--- config.mk ---
export PLATFORM = sky130hd
export DESIGN_NAME = power_good_and_buck_voltage_regs
export DESIGN_NICKNAME = d
export VERILOG_FILES = /design/src/rtl/pg_buck_pkg.sv /design/src/rtl/power_good_and_buck_voltage_regs.sv
export VERILOG_INCLUDE_DIRS = /design/src /design/src/rtl
export SDC_FILE = /design/constraint.sdc
export NUM_CORES = 1
export LEC_CHECK = 0
export BUFFER_PORTS_ARGS = -buffer_cell sky130_fd_sc_hd__buf_2
export CAP_MARGIN = 20
export CORE_MARGIN = 1.5
export CORE_UTILIZATION = 50
export CTS_CLUSTER_SIZE = 12
export DETAILED_ROUTE_END_ITERATION = 6
export PLACE_DENSITY = 0.81
export SLEW_MARGIN = 20
export SYNTH_ARGS = -nofsm -noshare
export SYNTH_HDL_FRONTEND = slang
export SYNTH_SLANG_ARGS = --single-unit
--- constraint.sdc ---
create_clock -name mclk -period 4.9 [get_ports mclk]
set_input_delay 1.225 -clock mclk [delete_from_list [all_inputs] [get_ports mclk]]
set_output_delay 1.225 -clock mclk [all_outputs]
set_load 0.1 [all_outputs]
--- src/rtl/pg_buck_regs.svh ---
/*
 * Register offsets, field positions, reset values and timing counts of the
 * power-good and first buck voltage register bank.
 * Assumes a 100 MHz core clock and byte-wide registers behind a serial bus.
 */
`ifndef PG_BUCK_REGS_SVH
`define PG_BUCK_REGS_SVH

// ****************************************
// Register offsets
// ****************************************
`define ADDR_UNLOCK       8'h0b
`define ADDR_RAIL_STATUS  8'h0c
`define ADDR_PG_CTRL      8'h0d
`define ADDR_BUCK_CTRL    8'h0e

// ****************************************
// Fields and reset values
// ****************************************
`define PG_MASK_ONE_BIT   3
`define PG_MASK_TWO_BIT   2
`define BUCK_EXT_BIT      7
`define PG_CTRL_RESET     8'h0c
`define BUCK_CTRL_RESET   8'h00
`define UNLOCK_VALUE      8'h7d
`define SYNC_RESET        5'h03
`define DEV_ADDR_DEFAULT  7'h20

// ****************************************
// Timing
// ****************************************
`define MCLK_PERIOD_NS    10
`define MS_NS             1000000
`define PG_DELAY0_MS      9'd20
`define PG_DELAY1_MS      9'd100
`define PG_DELAY2_MS      9'd200
`define PG_DELAY3_MS      9'd400

`endif

--- src/rtl/pg_buck_pkg.sv ---
/*
 * Types of the power-good and first buck voltage register bank.
 * Assumes nothing beyond the constants header.
 */
package pg_buck_pkg;

    typedef enum logic [3:0] {
        BUS_IDLE, BUS_ADDR, BUS_ACK_ADDR, BUS_REG, BUS_ACK_REG,
        BUS_WDATA, BUS_ACK_W, BUS_RDATA, BUS_RACK
    } bus_state_t;

    typedef struct packed {
        logic       en;
        logic [7:0] addr;
        logic [7:0] data;
    } reg_wr_t;

endpackage

--- src/rtl/power_good_and_buck_voltage_regs.sv ---
/*
 * Serial-bus slave holding the unlock, rail status, power-good control and
 * first buck voltage control registers, plus the power-good pin logic.
 * Assumes open-drain data line resolved outside; rail status and bus pins
 * are asynchronous to mclk.
 */
`timescale 1ns/1ps
`include "pg_buck_regs.svh"

module power_good_and_buck_voltage_regs
    import pg_buck_pkg::*;
#(
    parameter logic [6:0] DEV_ADDR  = `DEV_ADDR_DEFAULT,
    parameter int          MS_CYCLES = `MS_NS / `MCLK_PERIOD_NS
) (
    input  wire logic        mclk,
    input  wire logic        rst,
    input  wire logic        scl_in,
    input  wire logic        sda_in,
    output logic             sda_out,
    output logic             sda_oe_n,
    input  wire logic        linear_reg_one_good_status,
    input  wire logic        linear_reg_two_good_status,
    input  wire logic        other_rails_good,
    output logic             power_good_output,
    output logic             external_adjust_select,
    output logic [5:0]       first_buck_converter,
    output logic [11:0]      buck_target_mv
);

    // ****************************************
    // Input synchronisers
    // ****************************************
    logic [4:0] s1_q, s2_q, s3_q, flt_q;
    logic       scl_p_q, sda_p_q;
    always_ff @(posedge mclk or posedge rst) begin
        if (rst) begin
            s1_q  <= `SYNC_RESET;
            s2_q  <= `SYNC_RESET;
            s3_q  <= `SYNC_RESET;
            flt_q <= `SYNC_RESET;
        end else begin
            s1_q  <= {other_rails_good, linear_reg_two_good_status,
                      linear_reg_one_good_status, sda_in, scl_in};
            s2_q  <= s1_q;
            s3_q  <= s2_q;
            flt_q <= ((s2_q ~^ s3_q) & s3_q) | ((s2_q ^ s3_q) & flt_q);
        end
    end
    logic scl, sda, linear_reg_one_ok, linear_reg_two_ok, rest_ok;
    assign {rest_ok, linear_reg_two_ok, linear_reg_one_ok, sda, scl} = flt_q;

    always_ff @(posedge mclk or posedge rst) begin
        if (rst) begin
            scl_p_q <= 1'b1;
            sda_p_q <= 1'b1;
        end else begin
            scl_p_q <= scl;
            sda_p_q <= sda;
        end
    end
    logic start_c, stop_c, rise_c, fall_c;
    assign start_c = scl & scl_p_q & sda_p_q & ~sda;
    assign stop_c  = scl & scl_p_q & ~sda_p_q & sda;
    assign rise_c  = scl & ~scl_p_q;
    assign fall_c  = ~scl & scl_p_q;

    // ****************************************
    // Register read mux
    // ****************************************
    logic [7:0] unlock_q, pg_q, buck_q, ptr_q;
    logic       armed_q;
    function automatic logic [7:0] rd_val(input logic [7:0] a);
        unique case (a)
            `ADDR_UNLOCK:      rd_val = unlock_q;
            `ADDR_RAIL_STATUS: rd_val = {6'h00, linear_reg_one_ok, linear_reg_two_ok};
            `ADDR_PG_CTRL:     rd_val = pg_q;
            `ADDR_BUCK_CTRL:   rd_val = buck_q;
            default:           rd_val = 8'h00;
        endcase
    endfunction

    // ****************************************
    // Bus slave
    // ****************************************
    bus_state_t st_q;
    logic [3:0] bitc_q;
    logic [7:0] sh_q, tx_q;
    logic       rd_q, nack_q;
    reg_wr_t    wr_q;
    logic [7:0] rd_now_c, rd_next_c;
    assign sda_out = 1'b0;

    // Read data for the current and the following pointer
    always_comb begin
        rd_now_c  = rd_val(ptr_q);
        rd_next_c = rd_val(ptr_q + 8'h01);
    end

    always_ff @(posedge mclk or posedge rst) begin
        if (rst) begin
            st_q     <= BUS_IDLE;
            bitc_q   <= 4'h0;
            sh_q     <= 8'h00;
            tx_q     <= 8'h00;
            rd_q     <= 1'b0;
            nack_q   <= 1'b0;
            ptr_q    <= 8'h00;
            sda_oe_n <= 1'b1;
            wr_q     <= '0;
        end else begin
            wr_q.en <= 1'b0;
            if (start_c) begin
                st_q     <= BUS_ADDR;
                bitc_q   <= 4'h0;
                sda_oe_n <= 1'b1;
            end else if (stop_c) begin
                st_q     <= BUS_IDLE;
                sda_oe_n <= 1'b1;
            end else if (rise_c) begin
                if (st_q == BUS_RACK) begin
                    nack_q <= sda;
                end else if (st_q != BUS_IDLE && st_q != BUS_ACK_ADDR &&
                             st_q != BUS_ACK_REG && st_q != BUS_ACK_W) begin
                    sh_q   <= {sh_q[6:0], sda};
                    bitc_q <= bitc_q + 4'h1;
                end
            end else if (fall_c) begin
                unique case (st_q)
                    BUS_IDLE: ;
                    BUS_ADDR:
                        if (bitc_q == 4'h8) begin
                            if (sh_q[7:1] == DEV_ADDR) begin
                                st_q     <= BUS_ACK_ADDR;
                                rd_q     <= sh_q[0];
                                sda_oe_n <= 1'b0;
                            end else begin
                                st_q <= BUS_IDLE;
                            end
                        end
                    BUS_ACK_ADDR: begin
                        bitc_q <= 4'h0;
                        if (rd_q) begin
                            st_q     <= BUS_RDATA;
                            tx_q     <= rd_now_c;
                            sda_oe_n <= rd_now_c[7];
                        end else begin
                            st_q     <= BUS_REG;
                            sda_oe_n <= 1'b1;
                        end
                    end
                    BUS_REG:
                        if (bitc_q == 4'h8) begin
                            ptr_q    <= sh_q;
                            st_q     <= BUS_ACK_REG;
                            sda_oe_n <= 1'b0;
                        end
                    BUS_ACK_REG, BUS_ACK_W: begin
                        st_q     <= BUS_WDATA;
                        bitc_q   <= 4'h0;
                        sda_oe_n <= 1'b1;
                    end
                    BUS_WDATA:
                        if (bitc_q == 4'h8) begin
                            wr_q     <= '{en: 1'b1, addr: ptr_q, data: sh_q};
                            ptr_q    <= ptr_q + 8'h01;
                            st_q     <= BUS_ACK_W;
                            sda_oe_n <= 1'b0;
                        end
                    BUS_RDATA:
                        if (bitc_q == 4'h8) begin
                            st_q     <= BUS_RACK;
                            sda_oe_n <= 1'b1;
                        end else begin
                            sda_oe_n <= tx_q[3'(4'h7 - bitc_q)];
                        end
                    BUS_RACK:
                        if (!nack_q) begin
                            ptr_q    <= ptr_q + 8'h01;
                            tx_q     <= rd_next_c;
                            sda_oe_n <= rd_next_c[7];
                            bitc_q   <= 4'h0;
                            st_q     <= BUS_RDATA;
                        end else begin
                            st_q <= BUS_IDLE;
                        end
                endcase
            end
        end
    end

    // ****************************************
    // Unlock and protected registers
    // ****************************************
    logic unlocked_c, prot_hit_c;
    assign unlocked_c = armed_q && (unlock_q == `UNLOCK_VALUE);
    assign prot_hit_c = wr_q.en && (wr_q.addr == `ADDR_PG_CTRL ||
                                    wr_q.addr == `ADDR_BUCK_CTRL);

    always_ff @(posedge mclk or posedge rst) begin
        if (rst) begin
            unlock_q <= 8'h00;
            armed_q  <= 1'b0;
        end else if (wr_q.en && wr_q.addr == `ADDR_UNLOCK) begin
            unlock_q <= wr_q.data;
            armed_q  <= 1'b0;
        end else if (prot_hit_c || (stop_c && armed_q)) begin
            unlock_q <= 8'h00;
            armed_q  <= 1'b0;
        end else if (stop_c && unlock_q != 8'h00) begin
            armed_q <= 1'b1;
        end
    end

    always_ff @(posedge mclk or posedge rst) begin
        if (rst) begin
            pg_q   <= `PG_CTRL_RESET;
            buck_q <= `BUCK_CTRL_RESET;
        end else if (prot_hit_c && unlocked_c) begin
            if (wr_q.addr == `ADDR_PG_CTRL)
                pg_q <= {4'h0, wr_q.data[3:0]};
            else
                buck_q <= {wr_q.data[7], 1'b0, wr_q.data[5:0]};
        end
    end

    // ****************************************
    // Buck voltage target
    // ****************************************
    logic [5:0] code;
    assign code = buck_q[5:0];
    always_ff @(posedge mclk or posedge rst) begin
        if (rst) begin
            external_adjust_select <= 1'b0;
            first_buck_converter   <= 6'h00;
            buck_target_mv         <= 12'h000;
        end else begin
            external_adjust_select <= buck_q[`BUCK_EXT_BIT];
            first_buck_converter   <= code;
            if (buck_q[`BUCK_EXT_BIT])
                buck_target_mv <= 12'h000;
            else if (code <= 6'h18)
                buck_target_mv <= 12'd900 + 12'(code) * 12'd25;
            else if (code <= 6'h34)
                buck_target_mv <= 12'd1500 + 12'(code - 6'h18) * 12'd50;
            else if (code <= 6'h37)
                buck_target_mv <= 12'd3000 + 12'(code - 6'h35) * 12'd100;
            else
                buck_target_mv <= 12'd3300;
        end
    end

    // ****************************************
    // Power-good pin
    // ****************************************
    logic       rails_ok_c, ms_tick_q;
    logic [16:0] div_q;
    logic [8:0] ms_q, dly_c;
    assign rails_ok_c = rest_ok
                      && (pg_q[`PG_MASK_ONE_BIT] || linear_reg_one_ok)
                      && (pg_q[`PG_MASK_TWO_BIT] || linear_reg_two_ok);
    always_comb begin
        unique case (pg_q[1:0])
            2'h0: dly_c = `PG_DELAY0_MS;
            2'h1: dly_c = `PG_DELAY1_MS;
            2'h2: dly_c = `PG_DELAY2_MS;
            2'h3: dly_c = `PG_DELAY3_MS;
        endcase
    end

    always_ff @(posedge mclk or posedge rst) begin
        if (rst) begin
            div_q     <= 17'h0;
            ms_tick_q <= 1'b0;
        end else begin
            ms_tick_q <= (div_q == 17'(MS_CYCLES - 1));
            div_q     <= (div_q == 17'(MS_CYCLES - 1)) ? 17'h0 : div_q + 17'h1;
        end
    end

    always_ff @(posedge mclk or posedge rst) begin
        if (rst) begin
            ms_q              <= 9'h0;
            power_good_output <= 1'b0;
        end else if (!rails_ok_c) begin
            ms_q              <= 9'h0;
            power_good_output <= 1'b0;
        end else if (!power_good_output && ms_tick_q) begin
            ms_q <= ms_q + 9'h1;
            if (ms_q + 9'h1 >= dly_c)
                power_good_output <= 1'b1;
        end
    end
endmodule // power_good_and_buck_voltage_regs

==> flow_metrics.tcl, run 1 <==
set metrics [dict create \
    status "finished clean" \
    setup-violations-final 0 \
    fin_tns_setup_ns 0 \
    whs_path_depth 0 \
    synthTopCellsByCount "dfrtp_1, nand2_1, ha_1" \
    rows 49 \
    worstReg2RegStart "buck_q[3]" \
    antenna_left 0 \
    yosysTopAreaCell "dfrtp_1" \
    p_sw_w 0.000666 \
    hold_class "reg2reg" \
    grt_pass1_vias 6624 \
    fin_crit_sh 0.895 \
    swShare 0.242 \
    skew_ns 0.0117 \
    areaGrowthSynthToFinish_pct 10.0 \
    drc 0 \
    slew_headroom 0.343 \
    syn-num-nets 1054 \
    port_buffers 27 \
    routed_wl_um 19300 \
    worstPathCellList "inv_1, ha_1, a21oi_1, xnor2_1, ha_1, ha_1, inv_1, fa_1, inv_1, ha_1, o21ai_0, a21boi_0, or2_2, xnor2_1, a22oi_1, a22o_1" \
    ys_top_cells_by_area "dfrtp_1, ha_1, nand2_1" \
    comb_power_share 0.060 \
    cp_data_arrival_time_ns 4.70 \
    leakagePower_nw 4.63 \
    r2r_slack_ns 0.51 \
    cts_max_path_buffers 2 \
    grt_pass1_wl_um 31800 \
    root_buffer "clkbuf_16" \
    synth-edff-count 0 \
    drt-initial-drc-count 565 \
    dieHeight_um 138 \
    clk_pin_slew_worst_paths_ns 0.06 \
    maxCapViolCount 0 \
    worst_pin_slew_ns 0.986 \
    r2r-end "buck_target_mv[10]" \
    htreeDepth 4 \
    antenna_found_initial 0 \
    cts_hold_buf 0 \
    holdPathEnd "s2_q[3]" \
    first_pass_iters 5 \
    cts_sinks 141 \
    vias 6842 \
    synthesis.area_mm2 0.00906 \
    gr-total-overflow 0 \
    yosysWarnings 0 \
    rsz0062_at_grt "no" \
    synth_area_per_cell_um2 9.65 \
    dpl_worst_slack_ns 0.638 \
    path_max_fanout 12 \
    rr_worst_depth 16 \
    grt_start_max_net_pins 142 \
    cp.required_ns 5.22 \
    routedWlPerCell_um 16.1 \
    drive_gt1_frac 0.121 \
    min_period_ns 4.39 \
    synthDominantCellAreaShare 0.354 \
    crit_buf_inv 3 \
    setup_ws_ns 0.515 \
    gp_congestion 0.929 \
    slew_violations 0 \
    place_hpwl_um 13500 \
    ys_seq_elements 141 \
    startpoint_type "register" \
    cpLargestDelayFamily "adder cells" \
    irDropWorstVdd_v 0.000190 \
    nNetsFinal 1069 \
    synthCells 939 \
    async_reset_ff_frac 1.00 \
    max_freq_mhz 228 \
    fp.dieW_um 138 \
    internal-power_w 0.00209 \
    start_util 0.508 \
    grt_use_total 0.214 \
    numCtsBuffers 17 \
    ys_types 70 \
    ys.flop_type "dfrtp_1" \
    slowest_delay_ns 0.61 \
    clk_latency_ns 0.43 \
    powerDensity_mw_per_mm2 276 \
    ys_seq_area_frac 0.391 \
    postCtsSetupRepairBufs 0 \
    synthMostInstantiatedCell "dfrtp_1" \
    cts_resized 0 \
    io_pins 29 \
    seqPwrFrac 0.471 \
    hold_viol 0 \
    num_antenna_cells 0 \
    core-area_mm2 0.0178 \
    timing_worst_setup_path_type "reg2reg" \
    cpMostUsedCell "ha_1" \
    critPathCaptureType "register" \
    cts_tree "done" \
    power_frac_clock 0.469 \
    die_area_mm2 0.0189 \
    crit_slowest_cell "dfrtp_1" \
    via_per_inst 5.73 \
    worstHoldStart "s1_q[3]" \
]
-- registers in the layout (all words and copies together) (netlist names), 7 cells and up --
| register | cells |
|---|---|
| ptr_q | 8 |
| buck_q | 7 |
| tx_q | 8 |
| div_q | 17 |
| unlock_q | 8 |
| ms_q | 9 |
| wr_q | 17 |
| sh_q | 8 |
| buck_target_mv | 12 |
-- through the flow --
step | instance area, um2 | total power [W] | std cells | hold WS (ns) | util
2_1_floorplan | 9060 | 0.00143 | 939 | 0.331 | -
3_3_place_gp | 9380 | 0.00147 | 1164 | 0.334 | 0.526
3_5_place_dp | 9380 | 0.00148 | 1164 | 0.342 | 0.526
4_1_cts | 9960 | 0.00277 | 1194 | 0.351 | 0.558
5_1_grt | 9970 | 0.00285 | 1194 | 0.359 | 0.559
6_report | 9970 | 0.00275 | 1194 | 0.347 | 0.559
-- how the worst max path moves through the flow --
| stage | cells after the start | endpoint | start |
|---|---|---|---|
| after floorplan | 17 | buck_target_mv[10] | buck_q[3] |
| after global routing | 16 | buck_target_mv[10] | buck_q[3] |
| after global placement | 15 | buck_target_mv[10] | buck_q[1] |
| after detailed placement | 16 | buck_target_mv[10] | buck_q[3] |
| after CTS | 16 | buck_target_mv[10] | buck_q[3] |
| final | 16 | buck_target_mv[10] | buck_q[3] |
-- worst reg2reg max path: stages (launching register included) --
cell	delay (ns)
dfrtp_1	0.61
inv_1	0.28
ha_1	0.33
a21oi_1	0.26
xnor2_1	0.22
ha_1	0.29
ha_1	0.28
inv_1	0.05
fa_1	0.50
inv_1	0.05
ha_1	0.33
o21ai_0	0.11
a21boi_0	0.15
or2_2	0.32
xnor2_1	0.17
a22oi_1	0.12
a22o_1	0.22
-- routing by layer --
layer  vias to the layer above  part of all wire  wire [um]  GRT usage
li1                       3286                 -          -          -
met1                      3276              0.45       8640      0.276
met2                       227              0.47       9080      0.347
met3                        53             0.050        967     0.0390
met4                         0             0.030        587     0.0994
met5                         -                 0          0          0
-- power groups by stage --
stage | Sequential, W | Clock [W] | Combinational, W
after floorplan | 0.00129 | 0 | 0.000142
after global placement | 0.00131 | 0 | 0.000161
after detailed placement | 0.00132 | 0 | 0.000167
after CTS | 0.00130 | 0.00131 | 0.000168
after global routing | 0.00130 | 0.00136 | 0.000188
final | 0.00130 | 0.00129 | 0.000165
-- area by class of cell --
class / instances / area [um2]
Sequential cell: 141 / 3540
Multi-Input combinational cell: 681 / 5070
Tap cell: 229 / 287
Clock inverter: 11 / 145
Inverter: 83 / 315
Timing Repair Buffer: 30 / 170
Fill cell: 1481 / 7880
Clock buffer: 19 / 433
-- kinds of logic after synthesis --
group                      Yosys count  share of synthesized area
AOI/OAI and AO/OA                  199                      0.143
muxes                               35                     0.0464
DFF                                141                      0.391
buffers and inverters              117                     0.0500
xor gates and xnor gates            65                     0.0628
and+or+nand+nor                    273                      0.146
other                                1                   0.000414
adders and majority gates          108                      0.160
-- cells in the final DEF (no fill, tap or decap), types with 7 or more instances in the layout --
cell / count
nor3_1: 9
nor2_1: 71
mux2_2: 20
or2_2: 7
nand3_1: 21
nand2b_1: 7
xnor2_1: 41
nand2_1: 98
o21ai_0: 47
nand4_1: 7
fa_1: 13
dfstp_2: 13
a31oi_1: 12
ha_1: 95
a22o_1: 11
a21o_1: 15
a21oi_1: 45
nor2b_1: 8
dfrtp_1: 128
xor2_1: 24
a211oi_1: 7
inv_1: 82
clkbuf_16: 17
mux2i_1: 9
buf_2: 27
No activity file was read; power rests on OpenSTA's default activity.
==> run 2: changes to the inputs <==
- PLACE_DENSITY: 0.81 -> 0.69
==> run 2 against run 1 <==
  * Total power about the same
  * Critical endpoint unchanged
  * Wire length down 1.5%
  * Register-to-register slack better by 0.18 ns
  * Via count decreased by 0.96%
==> flow_metrics.tcl, run 2 (synthesis gave the netlist of run 1 again) <==
set metrics [dict create \
    powerDensity_mw_per_mm2 275 \
    cp.required_ns 5.22 \
    fin_tns_setup_ns 0 \
    grt_start_max_net_pins 92 \
    status "finished clean" \
    slew_headroom 0.357 \
    place_hpwl_um 13700 \
    final_util 0.561 \
    crit_buf_inv 1 \
    fillers 1583 \
    crit_slowest_cell "dfrtp_1" \
    first_pass_iters 6 \
    hold_viol 0 \
    drive_gt1_frac 0.128 \
    slew_violations 0 \
    regArea_mm2 0.00354 \
    cts_hold_buf 0 \
    p_total_w 0.00275 \
    final_cell_mix "dfrtp_1, nand2_1, ha_1" \
    worstPathCellList "inv_1, ha_1, a21oi_1, xnor2_1, ha_1, ha_1, fa_1, ha_1, nor2b_1, o21ai_0, a21boi_0, or2_2, xnor2_1, a22oi_1, a22o_1" \
    io_pins 29 \
    cpLargestDelayFamily "adder cells" \
    worstSetupPathDepth 15 \
    cp_data_arrival_time_ns 4.52 \
    cts_sinks 141 \
    cts_max_path_buffers 2 \
    holdPathEnd "s2_q[3]" \
    via_per_inst 5.66 \
    fp.dieW_um 138 \
    port_buffers 27 \
    fin_crit_sh 0.858 \
    path_max_fanout 11 \
    rr_worst_depth 15 \
    core-area_mm2 0.0178 \
    skew_ns 0.0117 \
    cts_tree "done" \
    irDropWorstVdd_v 0.000241 \
    start_util 0.508 \
    top_regs "div_q x17, wr_q x17, buck_target_mv x12" \
    timing_worst_setup_path_type "reg2reg" \
    multiInputGateArea_mm2 0.00508 \
    root_buffer "clkbuf_16" \
    numCtsBuffers 17 \
    mostFrequentLayoutCell "dfrtp_1" \
    slowest_delay_ns 0.55 \
    areaGrowthSynthToFinish_pct 10.5 \
    max_freq_mhz 238 \
    antenna_found_initial 0 \
    hold_class "reg2reg" \
    critPathCaptureType "register" \
    startpoint_type "register" \
    grt_pass1_vias 6314 \
    routed_wl_um 19000 \
    num_antenna_cells 0 \
    gp_congestion 0.898 \
    drc 0 \
    cts_resized 0 \
    whs_path_depth 0 \
    leakagePower_nw 4.66 \
    maxCapViolCount 0 \
    postCtsSetupRepairBufs 0 \
    gr-total-overflow 0 \
    rsz0062_at_grt "no" \
    die_area_mm2 0.0189 \
    rows 49 \
    dieHeight_um 138 \
    htreeDepth 4 \
    antenna_left 0 \
    worst_pin_slew_ns 0.965 \
    setup_ws_ns 0.696 \
    r2r-end "buck_target_mv[10]" \
    setup-violations-final 0 \
    nNetsFinal 1071 \
    r2r_slack_ns 0.70 \
    vias 6776 \
    worstHoldStart "s1_q[3]" \
    grt_use_total 0.212 \
    grt_pass1_wl_um 31100 \
    whs_ns 0.348 \
    worstReg2RegStart "buck_q[1]" \
    drt-initial-drc-count 524 \
    min_period_ns 4.20 \
    clk_pin_slew_worst_paths_ns 0.06 \
    dpl_worst_slack_ns 0.749 \
    cpMostUsedCell "ha_1" \
    routedWlPerCell_um 15.8 \
    clk_latency_ns 0.43 \
]
[run 2: through the flow]
step,cells,instance area [um2]
after floorplan,939,9060
after global placement,1166,9400
after detailed placement,1166,9400
after CTS,1198,10000
after global routing,1198,10000
final,1198,10000
[run 2: layout make-up]
type	count	area share
flip-flops and latches	141	0.354
clock buffers	20	0.0489
multi-input cells	681	0.507
inverters	83	0.0315
repair buffers	32	0.0185
clock inverters	12	0.0112
well taps	229	0.0286
[run 2: per-layer routing]
| layer | part of all wire | vias up | track usage |
|---|---|---|---|
| li1 | - | 3306 | - |
| met1 | 0.47 | 3282 | 0.280 |
| met2 | 0.47 | 161 | 0.345 |
| met3 | 0.039 | 27 | 0.0430 |
| met4 | 0.021 | 0 | 0.0784 |
| met5 | 0 | - | 0 |
[run 2: report_power, final]
group | total [W] | internal, W | leakage (nW) | switching (W)
combinational | 0.000166 | 0.0000751 | 2.51 | 0.0000905
clock | 0.00129 | 0.000744 | 0.293 | 0.000548
sequential | 0.00130 | 0.00122 | 1.86 | 0.0000786
total | 0.00275 | 0.00204 | 4.66 | 0.000717
[run 2: how the worst max path moves through the flow]
stage | to | start | slack, ns
finish | buck_target_mv[10] | buck_q[1] | 0.70
global route | buck_target_mv[10] | buck_q[1] | 0.41
CTS | buck_target_mv[10] | buck_q[1] | 0.71
detailed placement | buck_target_mv[10] | buck_q[1] | 0.75
global placement | buck_target_mv[10] | buck_q[1] | 0.87
floorplan | buck_target_mv[10] | buck_q[3] | 0.99
==> run 3: changes to the inputs <==
- CORE_UTILIZATION: 50 -> 48
- PLACE_DENSITY: 0.69 -> 0.67
==> run 3 against run 2 <==
  * Clock skew fell by 0.0025 ns
  * Clock power barely moved
  * Flip-flop and latch count did not move
  * Utilization fell by 2.4 points
  * Largest cell class unchanged
  * Clock-buffer cell count fell by 1
  * Total power fell by 0.90%
  * Hold slack got worse by 0.0010 ns
  * Via count fell by 0.84%
  * Maximum frequency fell by 1.4%
  * Setup slack got worse by 0.058 ns
==> flow_metrics.tcl, run 3 (synthesis gave the netlist of run 1 again) <==
set metrics [dict create \
    path_max_fanout 12 \
    gr-total-overflow 0 \
    grt_pass1_vias 6613 \
    clk_latency_ns 0.43 \
    critPathCaptureType "register" \
    place_hpwl_um 13800 \
    worstHoldStart "s1_q[3]" \
    drt-initial-drc-count 390 \
    worst_pin_slew_ns 0.997 \
    status "finished clean" \
    port_buffers 27 \
    drive_gt1_frac 0.124 \
    fin_tns_setup_ns 0 \
    hold_class "reg2reg" \
    via_per_inst 5.59 \
    io_pins 29 \
    power_frac_clock 0.463 \
    grt_start_max_net_pins 142 \
    startpoint_type "register" \
    postCtsSetupRepairBufs 0 \
    top_regs "div_q x17, wr_q x17, buck_target_mv x12" \
    slew_headroom 0.331 \
    min_period_ns 4.26 \
    grt_use_total 0.208 \
    vias 6719 \
    leakagePower_nw 4.65 \
    crit_slowest_cell "dfrtp_1" \
    root_buffer "clkbuf_16" \
    setup-violations-final 0 \
    fillers 1672 \
    irDropWorstVdd_v 0.000242 \
    cpMostUsedCell "ha_1" \
    r2r-end "buck_target_mv[10]" \
    gp_congestion 0.877 \
    hold_viol 0 \
    rr_worst_depth 16 \
    whs_path_depth 0 \
    swShare 0.266 \
    maxCapViolCount 0 \
    num_antenna_cells 0 \
    internal-power_w 0.00200 \
    start_util 0.488 \
    holdPathEnd "s2_q[3]" \
    routed_wl_um 19100 \
    slowest_delay_ns 0.59 \
    powerDensity_mw_per_mm2 274 \
    routedWlPerCell_um 15.9 \
    numCtsBuffers 17 \
    mostFrequentLayoutCell "dfrtp_1" \
    die_area_mm2 0.0197 \
    r2r_slack_ns 0.64 \
    cp_data_arrival_time_ns 4.57 \
    clk_pin_slew_worst_paths_ns 0.06 \
    antenna_found_initial 0 \
    final_cell_mix "dfrtp_1, nand2_1, ha_1" \
    first_pass_iters 5 \
    worstSetupPathDepth 16 \
    slew_violations 0 \
    comb_power_share 0.060 \
    worstReg2RegStart "buck_q[3]" \
    stdcell_area_mm2 0.00997 \
    timing_worst_setup_path_type "reg2reg" \
    dpl_cell_area_mm2 0.00939 \
    fin_crit_sh 0.870 \
    cts_tree "done" \
    rsz0062_at_grt "no" \
    fp.dieW_um 140 \
    cts_hold_buf 0 \
    worstPathCellList "inv_1, ha_1, a21oi_1, xnor2_1, ha_1, ha_1, inv_1, fa_1, inv_1, ha_1, o21ai_0, a21boi_0, or2_2, xnor2_1, a22oi_1, a22o_1" \
    grt_pass1_wl_um 32700 \
    core-area_mm2 0.0186 \
    cts_sinks 141 \
    htreeDepth 4 \
    max_freq_mhz 235 \
    nNetsFinal 1069 \
    drc 0 \
    cpLargestDelayFamily "adder cells" \
    dieHeight_um 140 \
    areaGrowthSynthToFinish_pct 10.1 \
    cts_max_path_buffers 2 \
    antenna_left 0 \
    cp.required_ns 5.21 \
    p_sw_w 0.000726 \
    skew_ns 0.00921 \
    crit_buf_inv 3 \
    seqPwrFrac 0.476 \
    cts_resized 0 \
    rows 50 \
]
## run 3: worst reg2reg max path: stages (launching register included)
cell and delay [ns]:
dfrtp_1 0.59, inv_1 0.27, ha_1 0.30, a21oi_1 0.21, xnor2_1 0.23, ha_1 0.30, ha_1 0.28, inv_1 0.05
fa_1 0.49, inv_1 0.04, ha_1 0.32, o21ai_0 0.11, a21boi_0 0.14, or2_2 0.32, xnor2_1 0.17, a22oi_1 0.12
a22o_1 0.22
## run 3: how the worst max path moves through the flow
stage	slack, ns	start	endpoint
final	0.64	buck_q[3]	buck_target_mv[10]
after global routing	0.32	buck_q[5]	buck_target_mv[11]
after CTS	0.65	buck_q[3]	buck_target_mv[10]
after detailed placement	0.69	buck_q[3]	buck_target_mv[10]
after global placement	0.78	buck_q[3]	buck_target_mv[10]
after floorplan	0.99	buck_q[3]	buck_target_mv[10]
## run 3: area by class of cell
class	count	area, um2	share of cell area
multi-input combinational	681	5070	0.508
sequential	141	3540	0.356
clock buffer	19	464	0.0466
inverter	83	315	0.0316
tap	234	293	0.0294
timing repair buffer	30	170	0.0171
clock inverter	13	116	0.0117
## run 3: per-stage QoR
step	power, W	hold WS [ns]	setup WS, ns	util	std cells
detailed placement	0.00149	0.335	0.690	0.505	1169
finish	0.00273	0.347	0.638	0.537	1201
global placement	0.00148	0.335	0.780	0.505	1169
floorplan	0.00143	0.331	0.989	-	939
global route	0.00282	0.360	0.323	0.537	1201
CTS	0.00275	0.349	0.650	0.537	1201
## run 3: routing by layer
metal	up-vias	GRT usage	part of all wire
met5	-	0	0
met4	0	0.0737	0.024
met3	39	0.0379	0.034
met2	136	0.340	0.48
met1	3253	0.279	0.47
li1	3291	-	-
## run 3: power groups by stage
stage	combinational (W)	clock, W	sequential, W
6_report	0.000165	0.00126	0.00130
5_1_grt	0.000187	0.00133	0.00131
4_1_cts	0.000169	0.00128	0.00130
3_5_place_dp	0.000168	0	0.00132
3_3_place_gp	0.000164	0	0.00132
2_1_floorplan	0.000142	0	0.00129
